<file path="src/include/tsd_pkg.sv">
// Purpose: constants and types of the transient shake detector
// Assumes: 12-bit signed samples per axis, 8-bit register port
// Notes: register map and field positions live here only
//
// Functional notes
// with filter bypass set, raw samples feed the detector instead of filtered ones.
// magnitudes below the threshold never count towards an event.
// event and interrupt only when the condition outlasts the debounce value; an enabled IRQ_TRIG source raises irq on the first crossing sample.
// each axis has its own enable; disabled axes never trigger.
// hold mode keeps the event flagged until the status register is read.
// without hold the interrupt follows the live event condition; an enabled IRQ_TRIG source keeps irq high until trig_r is cleared.
// without hold the status shows the most recent event only.
// count-down mode decrements the debounce counter when the condition drops.
// clear mode zeroes the debounce counter when the condition drops.
// configuration is writable only in standby; host switches modes around changes.
// counter advances per sample while condition holds; fires when above setting.
package tsd_pkg;
  localparam int SMP_W = 12;
  localparam int FLT_W = 14;
  localparam int REG_AW = 4;
  localparam int REG_DW = 8;
  localparam int HPF_SHIFT = 4;
  localparam int THR_SHIFT = 3;
  localparam int NAXIS = 3;

  localparam logic [REG_AW-1:0] ADDR_CTRL = 4'h0;
  localparam logic [REG_AW-1:0] ADDR_CFG = 4'h1;
  localparam logic [REG_AW-1:0] ADDR_THR = 4'h2;
  localparam logic [REG_AW-1:0] ADDR_DBNC = 4'h3;
  localparam logic [REG_AW-1:0] ADDR_EVT = 4'h4;
  localparam logic [REG_AW-1:0] ADDR_IRQ_STAT = 4'h5;
  localparam logic [REG_AW-1:0] ADDR_IRQ_CLR = 4'h6;
  localparam logic [REG_AW-1:0] ADDR_IRQ_EN = 4'h7;

  localparam int CTRL_ACTIVE = 0;
  localparam int CFG_BYPASS = 0;
  localparam int CFG_AXIS_LSB = 1;
  localparam int CFG_HOLD = 4;
  localparam int CFG_COUNT_DOWN = 5;
  localparam int CFG_W = 6;
  localparam int EVT_ACTIVE = 7;
  localparam int IRQ_EVT = 0;
  localparam int IRQ_TRIG = 1;
  localparam int IRQ_W = 2;

  localparam logic [CFG_W-1:0] CFG_RST = 6'h0e;
  localparam logic [REG_DW-1:0] THR_RST = 8'h10;
  localparam logic [REG_DW-1:0] DBNC_RST = 8'h04;
  localparam logic [IRQ_W-1:0] IRQ_EN_RST = 2'h0;
  localparam logic [REG_DW-1:0] CNT_MAX = 8'hff;

  typedef enum logic {TSD_STANDBY, TSD_ACTIVE} tsd_mode_t;
endpackage

</file>
<file path="src/tsd_detector.sv">
// Purpose: transient shake detector with high-pass filter, threshold, debounce and interrupt
// Assumes: sample_valid pulses once per output sample; register port never waits
// Notes: cfg, threshold and debounce registers lock while the detector is active; irq enable stays writable
`timescale 1ns/1ps
module tsd_detector (
  input wire logic clk_sys,
  input wire logic resetn,
  input wire logic sample_valid,
  input wire logic signed [tsd_pkg::SMP_W-1:0] sample_x,
  input wire logic signed [tsd_pkg::SMP_W-1:0] sample_y,
  input wire logic signed [tsd_pkg::SMP_W-1:0] sample_z,
  input wire logic [tsd_pkg::REG_AW-1:0] reg_addr,
  input wire logic [tsd_pkg::REG_DW-1:0] reg_wdata,
  input wire logic reg_wr,
  input wire logic reg_rd,
  output logic [tsd_pkg::REG_DW-1:0] reg_rdata,
  output logic irq
);
  tsd_pkg::tsd_mode_t mode_r;
  logic [tsd_pkg::CFG_W-1:0] cfg_r;
  logic [tsd_pkg::REG_DW-1:0] thr_r;
  logic [tsd_pkg::REG_DW-1:0] dbnc_r;
  logic [tsd_pkg::REG_DW-1:0] cnt_r;
  logic [tsd_pkg::REG_DW-1:0] cnt_nxt;
  logic [tsd_pkg::REG_DW-1:0] cnt_inc;
  logic live_r;
  logic live_nxt;
  logic evt_flag_r;
  logic evt_flag_nxt;
  logic [tsd_pkg::NAXIS-1:0] evt_axes_r;
  logic [tsd_pkg::NAXIS-1:0] evt_axes_nxt;
  logic trig_r;
  logic [tsd_pkg::IRQ_W-1:0] irq_en_r;
  logic [tsd_pkg::REG_DW-1:0] rdata_r;

  wire act = (mode_r == tsd_pkg::TSD_ACTIVE);
  wire step = sample_valid && act;
  wire filter_bypass = cfg_r[tsd_pkg::CFG_BYPASS];
  wire x_axis_event_enable = cfg_r[tsd_pkg::CFG_AXIS_LSB];
  wire y_axis_event_enable = cfg_r[tsd_pkg::CFG_AXIS_LSB + 1];
  wire z_axis_event_enable = cfg_r[tsd_pkg::CFG_AXIS_LSB + 2];
  wire hold = cfg_r[tsd_pkg::CFG_HOLD];
  wire count_down = cfg_r[tsd_pkg::CFG_COUNT_DOWN];
  wire [tsd_pkg::NAXIS-1:0] axis_en = {z_axis_event_enable, y_axis_event_enable, x_axis_event_enable};

  // register decode
  wire wr_ctrl = reg_wr && (reg_addr == tsd_pkg::ADDR_CTRL);
  wire cfg_open = reg_wr && !act;
  wire wr_cfg = cfg_open && (reg_addr == tsd_pkg::ADDR_CFG);
  wire wr_thr = cfg_open && (reg_addr == tsd_pkg::ADDR_THR);
  wire wr_dbnc = cfg_open && (reg_addr == tsd_pkg::ADDR_DBNC);
  wire wr_irq_clr = reg_wr && (reg_addr == tsd_pkg::ADDR_IRQ_CLR);
  wire wr_irq_en = reg_wr && (reg_addr == tsd_pkg::ADDR_IRQ_EN);
  wire rd_evt = reg_rd && (reg_addr == tsd_pkg::ADDR_EVT);

  // per-axis filter, magnitude and threshold compare
  logic signed [tsd_pkg::SMP_W-1:0] smp [tsd_pkg::NAXIS];
  logic [tsd_pkg::FLT_W-1:0] raw_mag [tsd_pkg::NAXIS];
  logic [tsd_pkg::FLT_W-1:0] sel_mag [tsd_pkg::NAXIS];
  logic [tsd_pkg::NAXIS-1:0] over;
  assign smp[0] = sample_x;
  assign smp[1] = sample_y;
  assign smp[2] = sample_z;
  wire [tsd_pkg::FLT_W-1:0] thr_ext = tsd_pkg::FLT_W'({thr_r, {tsd_pkg::THR_SHIFT{1'b0}}});

  genvar g;
  generate
    for (g = 0; g < tsd_pkg::NAXIS; g++) begin : g_axis
      logic signed [tsd_pkg::FLT_W-1:0] avg_r;
      wire signed [tsd_pkg::FLT_W-1:0] raw = {{(tsd_pkg::FLT_W - tsd_pkg::SMP_W){smp[g][tsd_pkg::SMP_W-1]}}, smp[g]};
      wire signed [tsd_pkg::FLT_W-1:0] hp = raw - avg_r;
      wire signed [tsd_pkg::FLT_W-1:0] avg_nxt = avg_r + (hp >>> tsd_pkg::HPF_SHIFT);
      wire signed [tsd_pkg::FLT_W-1:0] sel = filter_bypass ? raw : hp;
      assign raw_mag[g] = raw[tsd_pkg::FLT_W-1] ? -raw : raw;
      assign sel_mag[g] = sel[tsd_pkg::FLT_W-1] ? -sel : sel;
      assign over[g] = axis_en[g] && (sel_mag[g] >= thr_ext);
      always_ff @(posedge clk_sys or negedge resetn) begin
        if (!resetn) begin
          avg_r <= '0;
        end else if (step) begin
          avg_r <= avg_nxt;
        end
      end
    end
  endgenerate

  wire cond = |over;

  // debounce counter
  assign cnt_inc = (cnt_r == tsd_pkg::CNT_MAX) ? cnt_r : cnt_r + 8'h01;
  assign live_nxt = cond && (cnt_inc > dbnc_r);
  assign cnt_nxt = cond ? cnt_inc :
                   (count_down ? ((cnt_r != 8'h00) ? cnt_r - 8'h01 : 8'h00) :
                   8'h00);

  always_ff @(posedge clk_sys or negedge resetn) begin
    if (!resetn) begin
      cnt_r <= '0;
      live_r <= 1'b0;
    end else if (!act) begin
      cnt_r <= '0;
      live_r <= 1'b0;
    end else if (step) begin
      cnt_r <= cnt_nxt;
      live_r <= live_nxt;
    end
  end

  // event status: held until read, or following the live event
  always_comb begin
    evt_flag_nxt = evt_flag_r;
    evt_axes_nxt = evt_axes_r;
    if (hold) begin
      if (step && live_nxt) begin
        evt_flag_nxt = 1'b1;
        evt_axes_nxt = evt_axes_r | over;
      end else if (rd_evt) begin
        evt_flag_nxt = 1'b0;
        evt_axes_nxt = '0;
      end
    end else if (step) begin
      evt_flag_nxt = live_nxt;
      if (live_nxt) begin
        evt_axes_nxt = over;
      end
    end else if (!act) begin
      evt_flag_nxt = 1'b0;
    end
  end

  always_ff @(posedge clk_sys or negedge resetn) begin
    if (!resetn) begin
      evt_flag_r <= 1'b0;
      evt_axes_r <= '0;
    end else begin
      evt_flag_r <= evt_flag_nxt;
      evt_axes_r <= evt_axes_nxt;
    end
  end

  // threshold crossing sticky bit; a new crossing beats a clear
  wire trig_set = step && cond;
  wire trig_clr = wr_irq_clr && reg_wdata[tsd_pkg::IRQ_TRIG];
  always_ff @(posedge clk_sys or negedge resetn) begin
    if (!resetn) begin
      trig_r <= 1'b0;
    end else if (trig_set) begin
      trig_r <= 1'b1;
    end else if (trig_clr) begin
      trig_r <= 1'b0;
    end
  end

  wire [tsd_pkg::IRQ_W-1:0] irq_stat = {trig_r, evt_flag_r};
  assign irq = |(irq_stat & irq_en_r);

  // configuration and mode registers
  always_ff @(posedge clk_sys or negedge resetn) begin
    if (!resetn) begin
      mode_r <= tsd_pkg::TSD_STANDBY;
    end else if (wr_ctrl) begin
      mode_r <= reg_wdata[tsd_pkg::CTRL_ACTIVE] ? tsd_pkg::TSD_ACTIVE : tsd_pkg::TSD_STANDBY;
    end
  end

  always_ff @(posedge clk_sys or negedge resetn) begin
    if (!resetn) begin
      cfg_r <= tsd_pkg::CFG_RST;
      thr_r <= tsd_pkg::THR_RST;
      dbnc_r <= tsd_pkg::DBNC_RST;
      irq_en_r <= tsd_pkg::IRQ_EN_RST;
    end else begin
      if (wr_cfg) begin
        cfg_r <= reg_wdata[tsd_pkg::CFG_W-1:0];
      end
      if (wr_thr) begin
        thr_r <= reg_wdata;
      end
      if (wr_dbnc) begin
        dbnc_r <= reg_wdata;
      end
      if (wr_irq_en) begin
        irq_en_r <= reg_wdata[tsd_pkg::IRQ_W-1:0];
      end
    end
  end

  // read mux; unmapped and write-only addresses read zero
  logic [tsd_pkg::REG_DW-1:0] rd_mux;
  always_comb begin
    rd_mux = '0;
    case (reg_addr)
      tsd_pkg::ADDR_CTRL: rd_mux = tsd_pkg::REG_DW'(act);
      tsd_pkg::ADDR_CFG: rd_mux = tsd_pkg::REG_DW'(cfg_r);
      tsd_pkg::ADDR_THR: rd_mux = thr_r;
      tsd_pkg::ADDR_DBNC: rd_mux = dbnc_r;
      tsd_pkg::ADDR_EVT: rd_mux = {evt_flag_r, 4'h0, evt_axes_r};
      tsd_pkg::ADDR_IRQ_STAT: rd_mux = tsd_pkg::REG_DW'(irq_stat);
      tsd_pkg::ADDR_IRQ_EN: rd_mux = tsd_pkg::REG_DW'(irq_en_r);
      default: rd_mux = '0;
    endcase
  end

  always_ff @(posedge clk_sys or negedge resetn) begin
    if (!resetn) begin
      rdata_r <= '0;
    end else begin
      rdata_r <= reg_rd ? rd_mux : '0;
    end
  end
  assign reg_rdata = rdata_r;
endmodule // tsd_detector

</file>
<file path="config.mk">
export PLATFORM = sky130hd
export DESIGN_NAME = tsd_detector
export DESIGN_NICKNAME = d
export VERILOG_FILES = /design/src/include/tsd_pkg.sv /design/src/tsd_detector.sv
export SDC_FILE = /design/constraint.sdc
export NUM_CORES = 1
export LEC_CHECK = 0
export ABC_AREA = 1
export BUFFER_PORTS_ARGS = -buffer_cell sky130_fd_sc_hd__buf_4
export CORE_MARGIN = 4
export CORE_UTILIZATION = 51
export CTS_BUF_LIST = sky130_fd_sc_hd__clkbuf_8 sky130_fd_sc_hd__clkbuf_16
export DETAILED_ROUTE_END_ITERATION = 6
export MAX_ROUTING_LAYER = met4
export PLACE_DENSITY = 0.69
export SETUP_SLACK_MARGIN = 0.05
export SLEW_MARGIN = 10
export SYNTH_ARGS = -nofsm -noshare
export SYNTH_HDL_FRONTEND = slang
export SYNTH_SLANG_ARGS = --single-unit
</file>
<file path="constraint.sdc">
create_clock -name clk_sys -period 4.15 [get_ports clk_sys]
set_input_delay 0.83 -clock clk_sys [delete_from_list [all_inputs] [get_ports clk_sys]]
set_output_delay 0.83 -clock clk_sys [all_outputs]
set_load 0.1 [all_outputs]
</file>
# Yosys cells after proc, flatten, opt, wreduce, memory -nomap -nowiden
# Index checks and enable logic that the tools add are counted.
[totals]
input_bits = 53
out_inout_bits = 9
reg_bits = 88
[classes]
n_reduce_logical = 26
n_eq_ne = 11
muxes = 27
add_sub_neg = 11
bitwise = 2
n_lt_le_gt_ge = 4
[op_table]
columns = ["op", "n"]
rows = [
  ["$mux W14", 6],
  ["$mux W8", 7],
  ["$pmux W8 S7", 1],
  ["$add A14 B10 Y14", 3],
  ["$ge A14 B11 Y1", 3],
  ["$neg A14 Y14", 3],
  ["$sub A12 B14 Y14", 3],
  ["$eq A4 B3 Y1 const B", 4],
  ["$logic_and A1 B1 Y1", 16],
  ["$mux W3", 5],
  ["$add A8 B1 Y8 const B", 1],
  ["$eq A4 B2 Y1 const B", 2],
  ["$eq A8 B8 Y1 const B", 1],
  ["$gt A8 B8 Y1", 1],
  ["$mux W1", 8],
  ["$reduce_bool A8 Y1", 1],
  ["$sub A8 B1 Y8 const B", 1],
  ["$ne A3 B1 Y1 const B", 2],
  ["$reduce_bool A2 Y1", 3],
  ["$eq A4 B1 Y1 const B", 1],
  ["$logic_not A4 Y1", 1],
  ["$or A3 B3 Y3", 1],
  ["$reduce_and A3 Y1", 1],
  ["$reduce_or A3 Y1", 1],
  ["5 further kinds", 5],
]

# Longest topological paths before layout
[logic_depth]
depth_word = 11
depth_mapped = 33
depth_no_buf = 31

# Worst setup path after synthesis
# OpenSTA, ideal clock, no wires.
[synth_timing]
path_kind = "input-to-reg"
from = "input sample_z[0] (netlist name)"
to = "register cnt_r[1] (netlist name)"
setup_time_ps = 127
slack_ps = 131
cell_stages = 27
arrival_ps = 3892
required_ps = 4023
cell_sequence = "inv_1 ha_1 fa_1 nand2_1 o21ai_2 ha_1 inv_1 nor2_1 nand3_1 nor2_1 nand3_1 nor2_1 nor2_1 xor2_1 inv_1 ha_1 nand2_1 nor2_1 a211oi_1 nand2_1 nand2_1 nand3_1 nand2_2 nand3_4 buf_6 nand3_1 o211ai_2"
[synth_between]
elab_chain_len = 10
[synth_rtl]
columns = ["item", "line", "rtl"]
rows = [
  ["start, declared", "tsd_detector.sv:11", "input wire logic signed [tsd_pkg::SMP_W-1:0] sample_z,"],
  ["$sub A12 B14 Y14", "tsd_detector.sv:71", "wire signed [tsd_pkg::FLT_W-1:0] hp = raw - avg_r;"],
  ["$mux W14 *", "tsd_detector.sv:73", "wire signed [tsd_pkg::FLT_W-1:0] sel = filter_bypass ? raw : hp;"],
  ["$neg A14 Y14", "tsd_detector.sv:75", "assign sel_mag[g] = sel[tsd_pkg::FLT_W-1] ? -sel : sel;"],
  ["$mux W14 *", "tsd_detector.sv:75", ""],
  ["$ge A14 B11 Y1 *", "tsd_detector.sv:76", "assign over[g] = axis_en[g] && (sel_mag[g] >= thr_ext);"],
  ["$logic_and A1 B1 Y1 *", "tsd_detector.sv:76", ""],
  ["$reduce_or A3 Y1 *", "tsd_detector.sv:87", "wire cond = |over;"],
  ["$mux W8 *", "tsd_detector.sv:92", "assign cnt_nxt = cond ? cnt_inc :"],
  ["$mux W8 *", "tsd_detector.sv:103", "end else if (step) begin"],
  ["$mux W8 *", "tsd_detector.sv:100", "end else if (!act) begin"],
  ["end signal, assigned", "tsd_detector.sv:104", "cnt_r <= cnt_nxt;"],
  ["end, declared", "tsd_detector.sv:23", "logic [tsd_pkg::REG_DW-1:0] cnt_r;"],
]
# Mark *: on every way between the ends. The rest lies on a longest branch, timed or not. The select of a mux whose other input is x is not followed.
# A chain may end at the register's enable or synchronous reset.

# Worst setup path in the final report
[layout_timing]
from = "input sample_z[0] (netlist name)"
to = "register cnt_r[0] (netlist name)"
# Same word-level chain as after synthesis.

==> flow_metrics.env <==
export IMPL_p_seq_share_pct=12.0
export IMPL_area_growth_pct=23.02
export IMPL_max_stage_delay_ns=0.51
export IMPL_nNetsFinal=2020
export IMPL_hold_slack_ns=0.4879
export IMPL_drtPass1Iterations=5
export IMPL_endpoint_kind="flop"
export IMPL_drcViolationCount=0
export IMPL_total_power_mw=11.65
export IMPL_violations="negative setup slack"
export IMPL_crit_fanout=8
export IMPL_final_max_slew_viol_count=0
export IMPL_swShare_pct=51.28
export IMPL_max_freq_mhz=237.7
export IMPL_cap_violations=0
export IMPL_post_dp_cell_area_mm2=0.01215
export IMPL_stdcell_area_mm2=0.01276
export IMPL_drtAntennaViolNets=0
export IMPL_period_share_pct=101.4
export IMPL_cp_num_buf_inv=7
export IMPL_ys_seq_area_share_pct=21.29
export IMPL_syn_avg_cell_area_um2=6.321
export IMPL_synth_area_top_cells="dfrtp_1, nand2_1, ha_1, inv_1, nand3_1"
export IMPL_cts_made_buffers=9
export IMPL_grt_busiest_layer="met2"
export IMPL_die_area_mm2=0.02268
export IMPL_clock_skew_ns=0.009786
export IMPL_netlist_area_mm2=0.01037
export IMPL_grt_overflow=0
export IMPL_drive_above_1_share_pct=17.46
export IMPL_grt_pass1_vias=10330
export IMPL_powerDensity_mw_per_mm2=913.0
export IMPL_diodes=0
export IMPL_wl_mm=28.97
export IMPL_p_clk_share_pct=7.3
export IMPL_period_minus_slack_ns=4.207
export IMPL_slowest_stage="fa_2"
export IMPL_vdd_drop_max_uv=561.9
export IMPL_crit_family="simple AND/OR/NAND/NOR gates"
export IMPL_clk_pin_slew_ns=0.08
export IMPL_rsz0062_at_grt="yes"
export IMPL_final_common_cell="nand2_1"
export IMPL_clk_latency_ns=0.36
export IMPL_leakage_nw=7.107
export IMPL_hp_class="reg -> reg"
export IMPL_grt_max_degree=71
export IMPL_slew_headroom_pct=25.81
export IMPL_portBuffers=61
export IMPL_cp_data_arrival_time_ns=4.46
export IMPL_startpoint_type="primary input"
export IMPL_boundaryPins=62
export IMPL_vias=11000
export IMPL_fin_ws_ns=-0.05658
export IMPL_p_switching_mw=5.974
export IMPL_die_h_um=150.6
export IMPL_final_core_util_pct=64.71
export IMPL_ys_types=50
export IMPL_criticalPathCategory="in -> reg"
export IMPL_cts_buffer_depth=2
export IMPL_power_frac_comb_pct=80.7
export IMPL_yosys_area_top_type="dfrtp_1"
export IMPL_synth_seq_cells=88
export IMPL_die_x_um=150.6
export IMPL_antenna_found_initial=0
export IMPL_root_buffer="clkbuf_16"
export IMPL_synth_nets=1816
export IMPL_use_met1_pct=35.65
export IMPL_fp_coreArea_mm2=0.01972
export IMPL_grt_pass1_wl_mm=48.02
export IMPL_synth_top_area_share_pct=20.02
export IMPL_ys_warn_count=0
export IMPL_layout_common_cells="nand2_1, inv_1, buf_4"
export IMPL_numPlacedInstances=2091
export IMPL_via_per_inst=5.200
export IMPL_wire_per_inst_um=13.70
export IMPL_start_util_pct=52.60
export IMPL_cts_sinks=88
export IMPL_finalWeightedCongestion=0.9262
export IMPL_grtUsageMet2_pct=44.27
export IMPL_htreeDepth=3
export IMPL_hpwl_mm=22.58
export IMPL_grt_use_total_pct=26.53
export IMPL_cts_hold_buffers=0
export IMPL_fill_cells=1828
export IMPL_drt_iter0_markers=706
export IMPL_setup_viol=11
export IMPL_intPower_mw=5.676
export IMPL_cts_tree="yes"
export IMPL_netlist_instances=1641
export IMPL_critPathRequiredTime_ns=4.40
export IMPL_met3_usage_pct=2.047
export IMPL_hold_viol_final=0
export IMPL_rows=51
export IMPL_outcome="complete, but fails checks"
export IMPL_fin_cells=2115
export IMPL_worstMarginPinSlew_ns=1.112
-- per-layer routing --
layer  routed length [µm]  up-vias
met3                 1143       25
li1                     -     5691
met5                    0        -
met2                13550      255
met1                13920     5027
met4                  346        0
-- final timing paths --
| kind | startpoint | endpoint | slack [ns] | depth (start not counted) |
|---|---|---|---|---|
| max | sample_z[0] | cnt_r[0] | -0.06 | 28 |
| min | thr_r[5] | thr_r[5] | 0.49 | 2 |
| max reg2reg | g_axis[2].avg_r[0] | cnt_r[0] | 0.12 | 26 |
| min reg2reg | thr_r[5] | thr_r[5] | 0.49 | 2 |
| max in group asynchronous | resetn | g_axis[2].avg_r[4] | 2.72 | 2 |
| min in group asynchronous | resetn | g_axis[2].avg_r[2] | 0.59 | 1 |
-- kinds of logic after synthesis --
kind of cell	share of synthesized area, %
adder cells (fa/ha/maj)	15.15
flip-flops	21.29
AND/OR/NAND/NOR	35.04
AO/OA/AOI/OAI	11.64
XOR/XNOR	5.320
buffers and inverters	11.56
-- Yosys cell counts, drive strengths merged --
| cell | count |
|---|---|
| fa | 6 |
| a22o | 1 |
| a31oi | 5 |
| buf | 12 |
| or2 | 15 |
| o2111ai | 1 |
| nor2 | 126 |
| and2 | 9 |
| dfrtp | 83 |
| a21o | 4 |
| nor3 | 17 |
| nand3 | 140 |
| a211oi | 8 |
| xnor2 | 19 |
| a221oi | 1 |
| a41oi | 2 |
| nor4 | 2 |
| o211ai | 5 |
| nand2 | 500 |
| o21bai | 13 |
| o221ai | 3 |
| dfstp | 5 |
| o21ai | 90 |
| o21a | 2 |
| nand3b | 4 |
| o31ai | 2 |
| nand4 | 36 |
| o22ai | 7 |
| a311oi | 1 |
| ha | 116 |
| a21oi | 61 |
| nor3b | 1 |
| xor2 | 44 |
| a21boi | 3 |
| inv | 284 |
| clkbuf | 13 |
-- through the flow --
stage,setup slack [ns],setup TNS (ns)
3_5_place_dp,-0.2937,-3.736
2_1_floorplan,0.1306,0
5_1_grt,-0.2964,-3.120
6_report,-0.05658,-0.3321
3_3_place_gp,-0.1994,-2.271
4_1_cts,0.07672,0
-- power by group through the flow --
stage                     logic [mW]  registers (mW)  clock network [mW]
final                           9.40            1.40               0.852
after CTS                       8.94            1.39               0.867
after floorplan                 6.21            1.35                   0
after global routing            10.7            1.44               0.901
after detailed placement        8.86            1.41                   0
after global placement          8.66            1.40                   0
-- repair_timing --
action / 4_1_cts / 5_1_grt
endpoints found under the hold margin: 0 / 0
resized for setup: 1 / 71
pin swaps: 0 / 45
setup buffers: 0 / 7
gates cloned: 0 / 1
setup endpoints to repair: 1 / 19
-- state kept, by name, summed over array words and instances, names as in the netlist, 2 cells and up --
signal,flops
g_axis.avg_r,42
thr_r,8
cfg_r,6
cnt_r,8
evt_axes_r,3
irq_en_r,2
reg_rdata,8
dbnc_r,8
-- cell type report --
| type | count | area [µm²] | share of cell area [%] |
|---|---|---|---|
| clock buffers | 9 | 225.2 | 1.765 |
| clock inverters | 7 | 75.07 | 0.5884 |
| inverters | 284 | 1069 | 8.374 |
| multi-input cells | 1245 | 7187 | 56.32 |
| flip-flops and latches | 88 | 2208 | 17.31 |
| well taps | 265 | 331.6 | 2.599 |
| repair buffers | 217 | 1664 | 13.04 |
-- worst register-to-register path: stages, from the launching register on --
cell and delay, ns:
dfrtp_1 0.41, ha_2 0.20, fa_2 0.51, nand2_1 0.06
o21ai_2 0.11, ha_2 0.21, inv_1 0.05, nor2_2 0.15
nand3_2 0.14, nor2_4 0.16, buf_4 0.12, buf_4 0.09
a21oi_1 0.06, xor2_1 0.18, inv_1 0.07, ha_1 0.19
a21oi_2 0.14, nor2_1 0.05, a211oi_1 0.22, nand2_1 0.10
nand2_2 0.10, nand3_4 0.07, nand2_4 0.12, buf_6 0.14
nand4_1 0.10, nand3_1 0.11, nand2_1 0.08
(Power assumes the default switching activity.)
